==> src/swrc_pkg.sv <==
package swrc_pkg;
    localparam int          STOP_BIT   = 7;      // standby control stop request
    localparam int          SLEEP_BIT  = 6;      // sleep_request_bit position
    localparam logic [7:0]  WPR_KEY1   = 8'hA5;  // first postpone key
    localparam logic [7:0]  WPR_KEY2   = 8'h5A;  // second postpone key
    localparam int          RSRC_POR   = 7;      // power_on_reset_flag position
    localparam int          RSRC_WDT   = 5;      // watchdog reset flag position
    localparam int          RSRC_PIN   = 4;      // pin reset flag position
    localparam logic [7:0]  RSRC_RESET = 8'h80;  // flags after power-on
    localparam int          DMA_SUPPRESSION_REGISTER_W     = 4;      // dma suppression width
    localparam logic [1:0]  GEAR_1_1   = 2'h0;   // cpu gear code for 1/1
    localparam int          TB_WIDTH   = 20;     // default timebase width
    localparam int          WDT_TAP0   = 8;      // shortest tap below top
    localparam logic [1:0]  SYNC_RST   = 2'h1;   // synchroniser idle {nmi, pin_n}
    localparam logic [1:0]  PEND_NONE  = 2'h0;   // no standby request
    localparam logic [1:0]  PEND_SLEEP = 2'h1;   // sleep request held
    localparam logic [1:0]  PEND_STOP  = 2'h2;   // stop request held

    typedef enum logic [2:0]
    {
        ST_OSCW  = 3'h0,
        ST_RESET = 3'h1,
        ST_RUN   = 3'h3,
        ST_SLEEP = 3'h2,
        ST_STOP  = 3'h6
    } swrc_state_type;
endpackage

==> src/swrc_timebase.sv <==
`timescale 1ns/10ps
`default_nettype none
module swrc_timebase
#(
    parameter int TB_W = 20
)
(
    input  wire logic            clk_sys,  // system clock
    input  wire logic            rst,      // async reset
    input  wire logic            run,      // oscillator running
    input  wire logic            clear,    // restart count
    input  wire logic            div2,     // clock_source_select
    output logic [TB_W-1:0]      tb_fall   // per-bit falling edge pulses
);
    logic [TB_W-1:0] cnt_ff;     // timebase count
    logic [TB_W-1:0] nxt_cnt;
    logic            div_ff;     // half-rate phase
    logic            nxt_div;
    logic            inc;        // count enable pulse
    logic [TB_W-1:0] fall_c;     // bits about to fall
    logic [TB_W-1:0] fall_ff;

    // bit i falls when all lower bits and itself are ones at an increment
    genvar i;
    generate
        for (i = 0; i < TB_W; i++)
        begin : g_fall
            assign fall_c[i] = inc & (&cnt_ff[i:0]) & ~clear;
        end
    endgenerate

    // divide by two selects twice the oscillator period
    always_comb
    begin
        nxt_div = run ? ~div_ff : div_ff;
        inc     = run & (~div2 | div_ff);
        nxt_cnt = cnt_ff;
        if (clear)
            nxt_cnt = '0;
        else if (inc)
            nxt_cnt = cnt_ff + 1'b1;
    end

    // state registers
    always_ff @(posedge clk_sys or posedge rst)
    begin
        if (rst)
        begin
            cnt_ff  <= '0;
            div_ff  <= 1'b0;
            fall_ff <= '0;
        end
        else
        begin
            cnt_ff  <= nxt_cnt;
            div_ff  <= nxt_div;
            fall_ff <= fall_c;
        end
    end

    assign tb_fall = fall_ff;
endmodule
`default_nettype wire

==> src/swrc_watchdog.sv <==
`timescale 1ns/10ps
`default_nettype none
module swrc_watchdog
(
    input  wire logic        clk_sys,    // system clock
    input  wire logic        rst,        // async reset
    input  wire logic        clear,      // internal reset, stops watchdog
    input  wire logic        ctrl_wr,    // watchdog_control_register write
    input  wire logic [1:0]  ctrl_sel,   // {hi, lo} interval select
    input  wire logic        post_wr,    // watchdog_postpone_register write
    input  wire logic [7:0]  post_data,  // postpone write data
    input  wire logic [3:0]  tap_fall,   // falls of the four taps
    output logic             running,    // watchdog started
    output logic             fire        // one-cycle reset request
);
    logic       run_ff;    // started
    logic       nxt_run;
    logic [1:0] sel_ff;    // latched interval
    logic [1:0] nxt_sel;
    logic       key_ff;    // first key seen
    logic       nxt_key;
    logic       wd_ff;     // watchdog reset flop
    logic       nxt_wd;
    logic       fire_ff;
    logic       nxt_fire;
    logic       tick;      // selected tap fell

    // start, key sequence and reset flop
    always_comb
    begin
        tick     = tap_fall[sel_ff] & run_ff;
        nxt_run  = run_ff;
        nxt_sel  = sel_ff;
        nxt_key  = key_ff;
        nxt_wd   = wd_ff;
        nxt_fire = 1'b0;
        if (ctrl_wr & ~run_ff)
        begin
            nxt_run = 1'b1;
            nxt_sel = ctrl_sel;  // later writes ignored
        end
        if (post_wr)
        begin
            // no timer between keys, only the flop bounds the interval
            if (post_data == swrc_pkg::WPR_KEY1)
                nxt_key = 1'b1;
            else if (post_data == swrc_pkg::WPR_KEY2 && key_ff)
            begin
                nxt_key = 1'b0;
                nxt_wd  = 1'b0;
            end
            else
                nxt_key = 1'b0;  // stray value drops the first key
        end
        // tap fall sets the flop, set wins over a postpone
        if (tick)
        begin
            nxt_wd   = 1'b1;
            nxt_fire = wd_ff;
        end
        if (clear)
        begin
            nxt_run  = 1'b0;
            nxt_sel  = 2'h0;
            nxt_key  = 1'b0;
            nxt_wd   = 1'b0;
            nxt_fire = 1'b0;
        end
    end

    // state registers
    always_ff @(posedge clk_sys or posedge rst)
    begin
        if (rst)
        begin
            run_ff  <= 1'b0;
            sel_ff  <= 2'h0;
            key_ff  <= 1'b0;
            wd_ff   <= 1'b0;
            fire_ff <= 1'b0;
        end
        else
        begin
            run_ff  <= nxt_run;
            sel_ff  <= nxt_sel;
            key_ff  <= nxt_key;
            wd_ff   <= nxt_wd;
            fire_ff <= nxt_fire;
        end
    end

    assign running = run_ff;
    assign fire    = fire_ff;
endmodule
`default_nettype wire

==> src/swrc_top.sv <==
`timescale 1ns/10ps
`default_nettype none
module swrc_top
#(
    parameter int TB_W = swrc_pkg::TB_WIDTH  // timebase width, shrink for sim
)
(
    input  wire logic        clk_sys,              // system clock
    input  wire logic        rst,                  // async power-on reset
    input  wire logic        reset_pin_n,          // external reset pin
    input  wire logic        nmi_pin,              // non-maskable interrupt pin
    input  wire logic        irq_pending,          // any peripheral request
    input  wire logic        irq_is_dma,           // request routed to dma
    input  wire logic        higher_irq,           // higher interrupt during dma
    input  wire logic        dma_req,              // dma transfer request
    input  wire logic        cbus_busy,            // internal bus access
    input  wire logic        standby_control_register_wr,              // standby_control_register write
    input  wire logic [7:0]  standby_control_register_wdata,           // standby write data
    input  wire logic        watchdog_control_register_wr,              // watchdog_control_register write
    input  wire logic [1:0]  watchdog_control_register_wdata,           // interval select hi, lo
    input  wire logic        wpr_wr,               // postpone register write
    input  wire logic [7:0]  wpr_wdata,            // postpone data
    input  wire logic        rsrc_rd,              // reset_source_register read
    input  wire logic        dma_suppression_register_wr,              // dma_suppression_register write
    input  wire logic [3:0]  dma_suppression_register_wdata,           // suppression data
    input  wire logic        clock_source_select,  // 1 divide-by-two, 0 pll
    input  wire logic        bus_doubler_enable,   // doubler request
    input  wire logic [1:0]  cpu_gear_field,       // programmed cpu gear
    output logic [7:0]       reset_source,         // reset source flags
    output logic [3:0]       dma_suppress,         // suppression count
    output logic             int_reset,            // internal reset
    output logic             cpu_clk_en,           // cpu clock running
    output logic             bus_clk_en,           // internal bus clock running
    output logic             periph_clk_en,        // dma, peripheral clocks
    output logic             dma_grant,            // dma may transfer
    output logic             bus_doubler_ack,      // doubler switched
    output logic [1:0]       cpu_gear_eff,         // gear in force
    output logic             sleeping,             // sleep state
    output logic             stopped               // stop state
);
    swrc_pkg::swrc_state_type state_ff;   // standby state
    swrc_pkg::swrc_state_type nxt_state;
    logic [1:0] pend_ff;                  // held standby request
    logic [1:0] nxt_pend;
    logic       to_run_ff;                // oscillator wait ends in run
    logic       nxt_to_run;
    logic       por_ff;                   // first wait after power-on
    logic       nxt_por;
    logic [1:0] sync1_ff;                 // {nmi, pin_n} first stage
    logic [1:0] sync2_ff;                 // second stage
    logic [7:0] rsrc_ff;                  // reset source flags
    logic [7:0] nxt_rsrc;
    logic [3:0] dma_suppression_register_ff;                  // suppression count
    logic [3:0] nxt_dma_suppression_register;
    logic       grant_ff;
    logic       nxt_grant;
    logic       dbl_ff;                   // doubler in force
    logic       nxt_dbl;
    logic       dead_ff;                  // dead clock cycle
    logic       nxt_dead;
    logic [1:0] gear_ff;
    logic [1:0] nxt_gear;
    logic       irst_ff;
    logic       nxt_irst;
    logic       cpu_ff;
    logic       nxt_cpu;
    logic       bus_ff;
    logic       nxt_bus;
    logic       per_ff;
    logic       nxt_per;
    logic       pin_rst;                  // synchronised reset pin
    logic       nmi_s;                    // synchronised nmi
    logic       wake;                     // wake-up cause
    logic       wdt_fire;                 // watchdog reset request
    logic       tb_clear;                 // restart timebase
    logic [TB_W-1:0] tb_fall;             // timebase falls
    logic [3:0] wdt_taps;                 // watchdog interval taps
    logic       osc_done;                 // oscillator wait over

    assign pin_rst  = ~sync2_ff[0];
    assign nmi_s    = sync2_ff[1];
    assign osc_done = tb_fall[TB_W-1];    // top bit times the wait
    assign tb_clear = (state_ff != swrc_pkg::ST_OSCW) && (nxt_state == swrc_pkg::ST_OSCW);

    // longer select means a higher tap
    genvar t;
    generate
        for (t = 0; t < 4; t++)
        begin : g_tap
            assign wdt_taps[t] = tb_fall[TB_W-swrc_pkg::WDT_TAP0+2*t];
        end
    endgenerate

    // timebase stops with the oscillator in the stop state
    swrc_timebase #(.TB_W(TB_W)) u_tb
    (
        .clk_sys (clk_sys),
        .rst     (rst),
        .run     (state_ff != swrc_pkg::ST_STOP),
        .clear   (tb_clear),
        .div2    (clock_source_select),
        .tb_fall (tb_fall)
    );

    swrc_watchdog u_wdt
    (
        .clk_sys   (clk_sys),
        .rst       (rst),
        .clear     (irst_ff),
        .ctrl_wr   (watchdog_control_register_wr),
        .ctrl_sel  (watchdog_control_register_wdata),
        .post_wr   (wpr_wr),
        .post_data (wpr_wdata),
        .tap_fall  (wdt_taps),
        .running   (),
        .fire      (wdt_fire)
    );

    // standby state machine
    always_comb
    begin
        wake       = (irq_pending & ~irq_is_dma) | nmi_s;
        nxt_state  = state_ff;
        nxt_pend   = pend_ff;
        nxt_to_run = to_run_ff;
        case (state_ff)
            swrc_pkg::ST_OSCW:
            begin
                // wait over: reset state, or run after a stop wake
                if (osc_done)
                    nxt_state = to_run_ff ? swrc_pkg::ST_RUN : swrc_pkg::ST_RESET;
            end
            swrc_pkg::ST_RESET:
            begin
                if (!pin_rst)
                    nxt_state = swrc_pkg::ST_RUN;
            end
            swrc_pkg::ST_RUN:
            begin
                // write with a request outstanding is ignored
                if (standby_control_register_wr && !irq_pending)
                begin
                    if (standby_control_register_wdata[swrc_pkg::STOP_BIT])
                        nxt_pend = swrc_pkg::PEND_STOP;
                    else if (standby_control_register_wdata[swrc_pkg::SLEEP_BIT])
                        nxt_pend = swrc_pkg::PEND_SLEEP;
                end
                if (irq_pending)
                    nxt_pend = swrc_pkg::PEND_NONE;
                // dma and bus traffic finish before clocks stop
                if (pend_ff != swrc_pkg::PEND_NONE && !dma_req && !cbus_busy
                    && !irq_pending)
                begin
                    nxt_state = pend_ff[1] ? swrc_pkg::ST_STOP : swrc_pkg::ST_SLEEP;
                    nxt_pend  = swrc_pkg::PEND_NONE;
                end
            end
            swrc_pkg::ST_SLEEP:
            begin
                if (wake)
                    nxt_state = swrc_pkg::ST_RUN;
            end
            swrc_pkg::ST_STOP:
            begin
                // oscillator must settle before clocks return
                if (wake)
                begin
                    nxt_state  = swrc_pkg::ST_OSCW;
                    nxt_to_run = 1'b1;
                end
            end
            default:
            begin
                nxt_state = swrc_pkg::ST_OSCW;
            end
        endcase
        // reset causes override the standby state, except during the oscillator wait
        if (pin_rst || wdt_fire)
        begin
            nxt_pend   = swrc_pkg::PEND_NONE;
            nxt_to_run = 1'b0;
            if (state_ff == swrc_pkg::ST_STOP)
                nxt_state = swrc_pkg::ST_OSCW;
            else if (state_ff != swrc_pkg::ST_OSCW)
                nxt_state = swrc_pkg::ST_RESET;
        end
        nxt_por = por_ff & (nxt_state == swrc_pkg::ST_OSCW);
    end

    // clock enables: bus restarts in reset state, cpu only in run
    always_comb
    begin
        nxt_irst = (nxt_state == swrc_pkg::ST_RESET)
                 | ((nxt_state == swrc_pkg::ST_OSCW) & ~nxt_to_run);
        nxt_bus  = (nxt_state == swrc_pkg::ST_RUN) | (nxt_state == swrc_pkg::ST_RESET);
        nxt_cpu  = (nxt_state == swrc_pkg::ST_RUN) & ~nxt_dead;
        // only the power-on wait supplies clocks for initialisation
        nxt_per  = (nxt_state != swrc_pkg::ST_STOP)
                 & ~((nxt_state == swrc_pkg::ST_OSCW) & ~nxt_por);
    end

    // reset source flags, a set beats a clearing read
    always_comb
    begin
        nxt_rsrc = rsrc_rd ? 8'h00 : rsrc_ff;
        if (wdt_fire)
            nxt_rsrc[swrc_pkg::RSRC_WDT] = 1'b1;
        if (pin_rst)
            nxt_rsrc[swrc_pkg::RSRC_PIN] = 1'b1;
    end

    // dma suppression and pause
    always_comb
    begin
        nxt_dma_suppression_register  = dma_suppression_register_wr ? dma_suppression_register_wdata : dma_suppression_register_ff;  // four bits, 15 nests
        nxt_grant = dma_req & ~higher_irq
                  & (dma_suppression_register_ff == 4'h0)
                  & ((state_ff == swrc_pkg::ST_RUN) | (state_ff == swrc_pkg::ST_SLEEP));
    end

    // doubler switches only with the internal bus idle
    always_comb
    begin
        nxt_dbl  = dbl_ff;
        nxt_dead = 1'b0;
        if (bus_doubler_enable != dbl_ff && !cbus_busy)
        begin
            nxt_dbl  = bus_doubler_enable;
            nxt_dead = 1'b1;  // one lost clock, timers may see it
        end
        nxt_gear = nxt_dbl ? swrc_pkg::GEAR_1_1 : cpu_gear_field;
    end

    // pin synchronisers
    always_ff @(posedge clk_sys or posedge rst)
    begin
        if (rst)
        begin
            sync1_ff <= swrc_pkg::SYNC_RST;
            sync2_ff <= swrc_pkg::SYNC_RST;
        end
        else
        begin
            sync1_ff <= {nmi_pin, reset_pin_n};
            sync2_ff <= sync1_ff;
        end
    end

    // state registers
    always_ff @(posedge clk_sys or posedge rst)
    begin
        if (rst)
        begin
            state_ff  <= swrc_pkg::ST_OSCW;
            pend_ff   <= swrc_pkg::PEND_NONE;
            to_run_ff <= 1'b0;
            por_ff    <= 1'b1;
            rsrc_ff   <= swrc_pkg::RSRC_RESET;
            dma_suppression_register_ff   <= 4'h0;
            grant_ff  <= 1'b0;
            dbl_ff    <= 1'b0;
            dead_ff   <= 1'b0;
            gear_ff   <= swrc_pkg::GEAR_1_1;
            irst_ff   <= 1'b1;
            cpu_ff    <= 1'b0;
            bus_ff    <= 1'b0;
            per_ff    <= 1'b1;
        end
        else
        begin
            state_ff  <= nxt_state;
            pend_ff   <= nxt_pend;
            to_run_ff <= nxt_to_run;
            por_ff    <= nxt_por;
            rsrc_ff   <= nxt_rsrc;
            dma_suppression_register_ff   <= nxt_dma_suppression_register;
            grant_ff  <= nxt_grant;
            dbl_ff    <= nxt_dbl;
            dead_ff   <= nxt_dead;
            gear_ff   <= nxt_gear;
            irst_ff   <= nxt_irst;
            cpu_ff    <= nxt_cpu;
            bus_ff    <= nxt_bus;
            per_ff    <= nxt_per;
        end
    end

    assign reset_source    = rsrc_ff;
    assign dma_suppress    = dma_suppression_register_ff;
    assign int_reset       = irst_ff;
    assign cpu_clk_en      = cpu_ff;
    assign bus_clk_en      = bus_ff;
    assign periph_clk_en   = per_ff;
    assign dma_grant       = grant_ff;
    assign bus_doubler_ack = dbl_ff;
    assign cpu_gear_eff    = gear_ff;
    assign sleeping        = (state_ff == swrc_pkg::ST_SLEEP);
    assign stopped         = (state_ff == swrc_pkg::ST_STOP);
endmodule
`default_nettype wire

==> config.mk <==
export PLATFORM = sky130hd
export DESIGN_NAME = swrc_top
export DESIGN_NICKNAME = d
export VERILOG_FILES = /design/src/swrc_pkg.sv /design/src/swrc_timebase.sv /design/src/swrc_watchdog.sv /design/src/swrc_top.sv
export SDC_FILE = /design/constraint.sdc
export NUM_CORES = 1
export LEC_CHECK = 0
export CAP_MARGIN = 0
export CORE_ASPECT_RATIO = 0.9
export CORE_UTILIZATION = 55
export CTS_BUF_LIST = sky130_fd_sc_hd__clkbuf_4
export DETAILED_ROUTE_END_ITERATION = 8
export DONT_BUFFER_PORTS = 1
export PLACE_DENSITY = 0.73
export SLEW_MARGIN = 20
export SYNTH_ARGS = -nofsm -noshare
export SYNTH_HDL_FRONTEND = slang
export SYNTH_SLANG_ARGS = --single-unit
==> constraint.sdc <==
create_clock -name clk_sys -period 1.8 [get_ports clk_sys]
set_input_delay 0.09 -clock clk_sys [delete_from_list [all_inputs] [get_ports clk_sys]]
set_output_delay 0.09 -clock clk_sys [all_outputs]
set_load 0.01 [all_outputs]
==> metrics.md <==
| Metric | Value |
|---|---|
| Gpl congestion | `0.8639` |
| First-pass GRT wire length | `11,530 µm` |
| Outcome | `finished clean` |
| Power per cell area | `877.5 mW/mm²` |
| Yosys reg bits | `58` |
| Clock buffer depth | `2` |
| Min-delay worst type | `primary input to flop` |
| Multiplexer share of the synthesized area | `4.002%` |
| I/O Pins | `just over 60` |
| Minimum clock period | `about 1.8 ns` |
| Post-synth EDFFs | `0` |
| Compound-gate portion of the synthesized area | `between 10% and 20%` |
| Area Overhead vs Synth | `25.46%` |
| Area share of the largest cell type after synthesis | `roughly 44%` |
| CP Class | `flop to flop` |
| Yosys warns | `0` |
| Clock skew | `0.02215 ns` |
| Post-Synth Adder-Cell Area | `0.8514%` |
| Final non-filler cell area | `around 0.0037 mm²` |
| WHS | `0.04673 ns` |
| Internal | `2.220 mW` |
| Flop pwr share | `47.2%` |
| Final core occ | `about three quarters` |
| First DRT Iteration DRCs | `about 140` |
| Final hold violations | `0` |
| Htree depth | `3` |
| # DRC | `0` |
| Max incr delay on CP | `about 0.46 ns` |
| Synth Area in Simple Gates | `21.84%` |
| Final Cycle Share | `98.99%` |
| Final Setup Violations | `0` |
| Iteration count of the initial detailed-routing pass | `4` |
| N_diodes | `0` |
| Crit-path leading delay family | `compound AO/OA/AOI/OAI gates` |
| NumNets Final | `between 300 and 400` |
| Post-synth ARST share | `100.0%` |
| Worst EP arrival | `between 2 and 2.5 ns` |
| Post-Synth XOR/XNOR Area | `2.086%` |
| WL per Instance | `between 15 and 20 µm` |
| Number of global-route vias before repair | `2,456` |
| GRT overflow | `0` |
| Core Area | `0.004985 mm²` |
| Fmax | `561.2 MHz` |
| Clk pwr share | `between 20 and 30%` |
| Initial antenna violation count | `0` |
| RSZ-0062 raised after global routing | `yes` |
| Sequential fraction of the synthesis area | `49.64%` |
| Crit Path Max Fanout | `6` |
| Pwr Total | `3.236 mW` |
| GRT Overall Usage | `27.69%` |
| # clock sinks | `58` |
| Setup TNS | `0 ns` |
| Clock root buffer | `clkbuf_4` |
| Combinational share of power | `23.8%` |
| Largest net degree at the start of global routing | `43` |
| Die H | `71.35 µm` |
| Die Wd | `79.06 µm` |
| Largest area contributor in the netlist | `dfrtp_1` |
| Bufs and invs on worst path | `1` |
| Sw power | `1.016 mW` |
| PortBufs | `0` |
| Switching portion of total power | `31.40%` |
| Final ANT Viol Nets | `0` |
| Detailed Place HPWL | `4203 µm` |
| Crit start category | `flop` |
| Routed Wire Length | `7110 µm` |
| CTS tree | `yes` |
| LEAKAGE | `1.646 nW` |
| Layout cell share with drive strength beyond 1 | `24.55%` |
| Required @ worst endpoint | `2.13 ns` |
| Rows | `24` |
| Crit. End Element | `flop` |
| Reg clk slew, reported paths | `0.12 ns` |
| Synth Cell Area | `a little under 0.003 mm²` |
| Top_reg_cell synth | `dfrtp_1` |
| CTS buffer count | `9` |
| Cells after Synth | `271` |
| Area contributors post-synth | `dfrtp_1, dfstp_2, a22oi_1` |
| Initial core utilization | `58.96%` |
| Worst path cell trace | `or2_1, a311oi_2, o32ai_4, buf_4, nor3_2` |
| Routed vias | `~2,400` |
| Drt via density | `6.085` |
| Avg Cell Area, Syn | `10.85 µm²` |
| Slew Limit Fails | `0` |
| MaxCap Viol Count | `0` |
| Skew-Pair Late Insertion Delay | `0.43 ns` |
| Total Die Area | `0.005641 mm²` |
| Synth unique cells | `58` |
| CP max-delay cell | `dfrtp_1` |
| Main combinational cell family by area after synthesis | `simple AND/OR/NAND/NOR gates` |
| Placed cell area | `approximately 0.0031 mm²` |
| Max VDD drop | `1.021 mV` |
==> power by group through the flow <==
stage | clock [mW] | combinational (mW) | sequential [mW]
floorplan | 0 | 0.445 | 1.54
global placement | 0 | 0.632 | 1.54
detailed placement | 0 | 0.660 | 1.54
CTS | 0.957 | 0.739 | 1.52
global route | 1.01 | 0.850 | 1.54
finish | 0.938 | 0.772 | 1.53
==> what timing repair did <==
| item | 4_1_cts | 5_1_grt |
|---|---|---|
| pin swaps | 2 | 4 |
| setup endpoints to repair | 9 | 27 |
| gates resized for setup | 6 | 8 |
| hold buffers | 34 | 0 |
| hold endpoints to repair | 73 | 0 |
| buffers inserted | 2 | 1 |
==> per-stage QoR <==
stage                     instances  setup slack, ns
after detailed placement        346          0.02736
after global routing            399         -0.03805
final                           399          0.01810
after CTS                       398          0.02174
after global placement          346          0.02850
after floorplan                 275           0.1195
==> tightest hold or removal path: cells and delay by family <==
family	cells	cell delay (ns)
simple gates	1	0.06
compound gates	2	0.28
==> path summary, 6_finish.rpt <==
kind,startpoint,to,slack (ns),cells past startpoint
min in group asynchronous,rst,dma_suppress[3],0.09,2
max in group asynchronous,rst,int_reset,1.09,3
setup / recovery,state_ff[2],cpu_clk_en,0.02,5
setup reg to reg,state_ff[2],cpu_clk_en,0.02,5
hold reg to reg,sync1_ff[0],sync2_ff[0],0.38,0
hold / removal,cbus_busy,cpu_clk_en,0.05,3
==> layout by cell type, fill, tap and decap left out, types with 5 or more instances in the layout <==
cell           instances
dfstp_2                6
a22oi_1               13
conb_1                 5
a21oi_1               10
dfrtp_1               50
clkbuf_4              10
o21ai_0                8
inv_1                 11
a21oi_2                7
buf_4                 23
nand4_1               10
dlygate4sd3_1         34
nand2_1               13
mux2i_1                5
nand3_1                8
o31ai_1                8
and3_1                 5
nor2_1                10
nand2b_1               6
and2_1                 6
or4_1                  7
==> layout make-up <==
type / count / area, µm²
clock buffer: 10 / 75.07
inverter: 14 / 52.55
timing repair buffer: 60 / 573.1
tap: 65 / 81.33
sequential: 58 / 1461
clock inverter: 6 / 57.56
fill: 338 / 1297
multi-input combinational: 186 / 1386
==> cell usage after synthesis (all sizes together), types with 3 or more instances <==
library cell / n
nand3: 10
xnor2: 3
mux2i: 5
and3: 5
nor2b: 4
or4: 7
nor4: 4
buf: 15
dfstp: 6
dfrtp: 52
nor4bb: 3
nand2: 13
inv: 14
nor3: 8
o21ai: 9
nor2: 10
a21oi: 17
xor2: 4
nand2b: 6
o31ai: 8
mux2: 4
nand4: 11
a22oi: 13
or3: 4
and2: 6
==> layer usage <==
| metal | up-vias | part of all wire (%) | track usage [%] |
|---|---|---|---|
| met5 | - | 0 | 0 |
| met4 | 0 | 1.6 | 9.495 |
| met2 | 92 | 52 | 47.89 |
| li1 | 1114 | - | - |
| met1 | 1210 | 41 | 32.14 |
| met3 | 12 | 5.4 | 9.554 |
==> state kept, by name (all words and copies together), names as in the netlist, 2 cells and up <==
signal / cells
dma_suppress: 4
u_tb.tb_fall: 5
pend_ff: 2
state_ff: 3
reset_source: 3
sync1_ff: 2
u_wdt.sel_ff: 2
u_tb.cnt_ff: 20
cpu_gear_eff: 2
sync2_ff: 2
==> cells by family (layout without fill, tap and decap cells) <==
kind of cell / after synthesis / count (layout)
mux: 10 / 10
fa+ha+maj: 2 / 2
simple gates: 102 / 102
xor+xnor: 7 / 7
other cells: 1 / 5
flops: 58 / 58
compound gates: 60 / 60
buf+inv: 31 / 90
No activity file was read; power rests on OpenSTA's default activity.
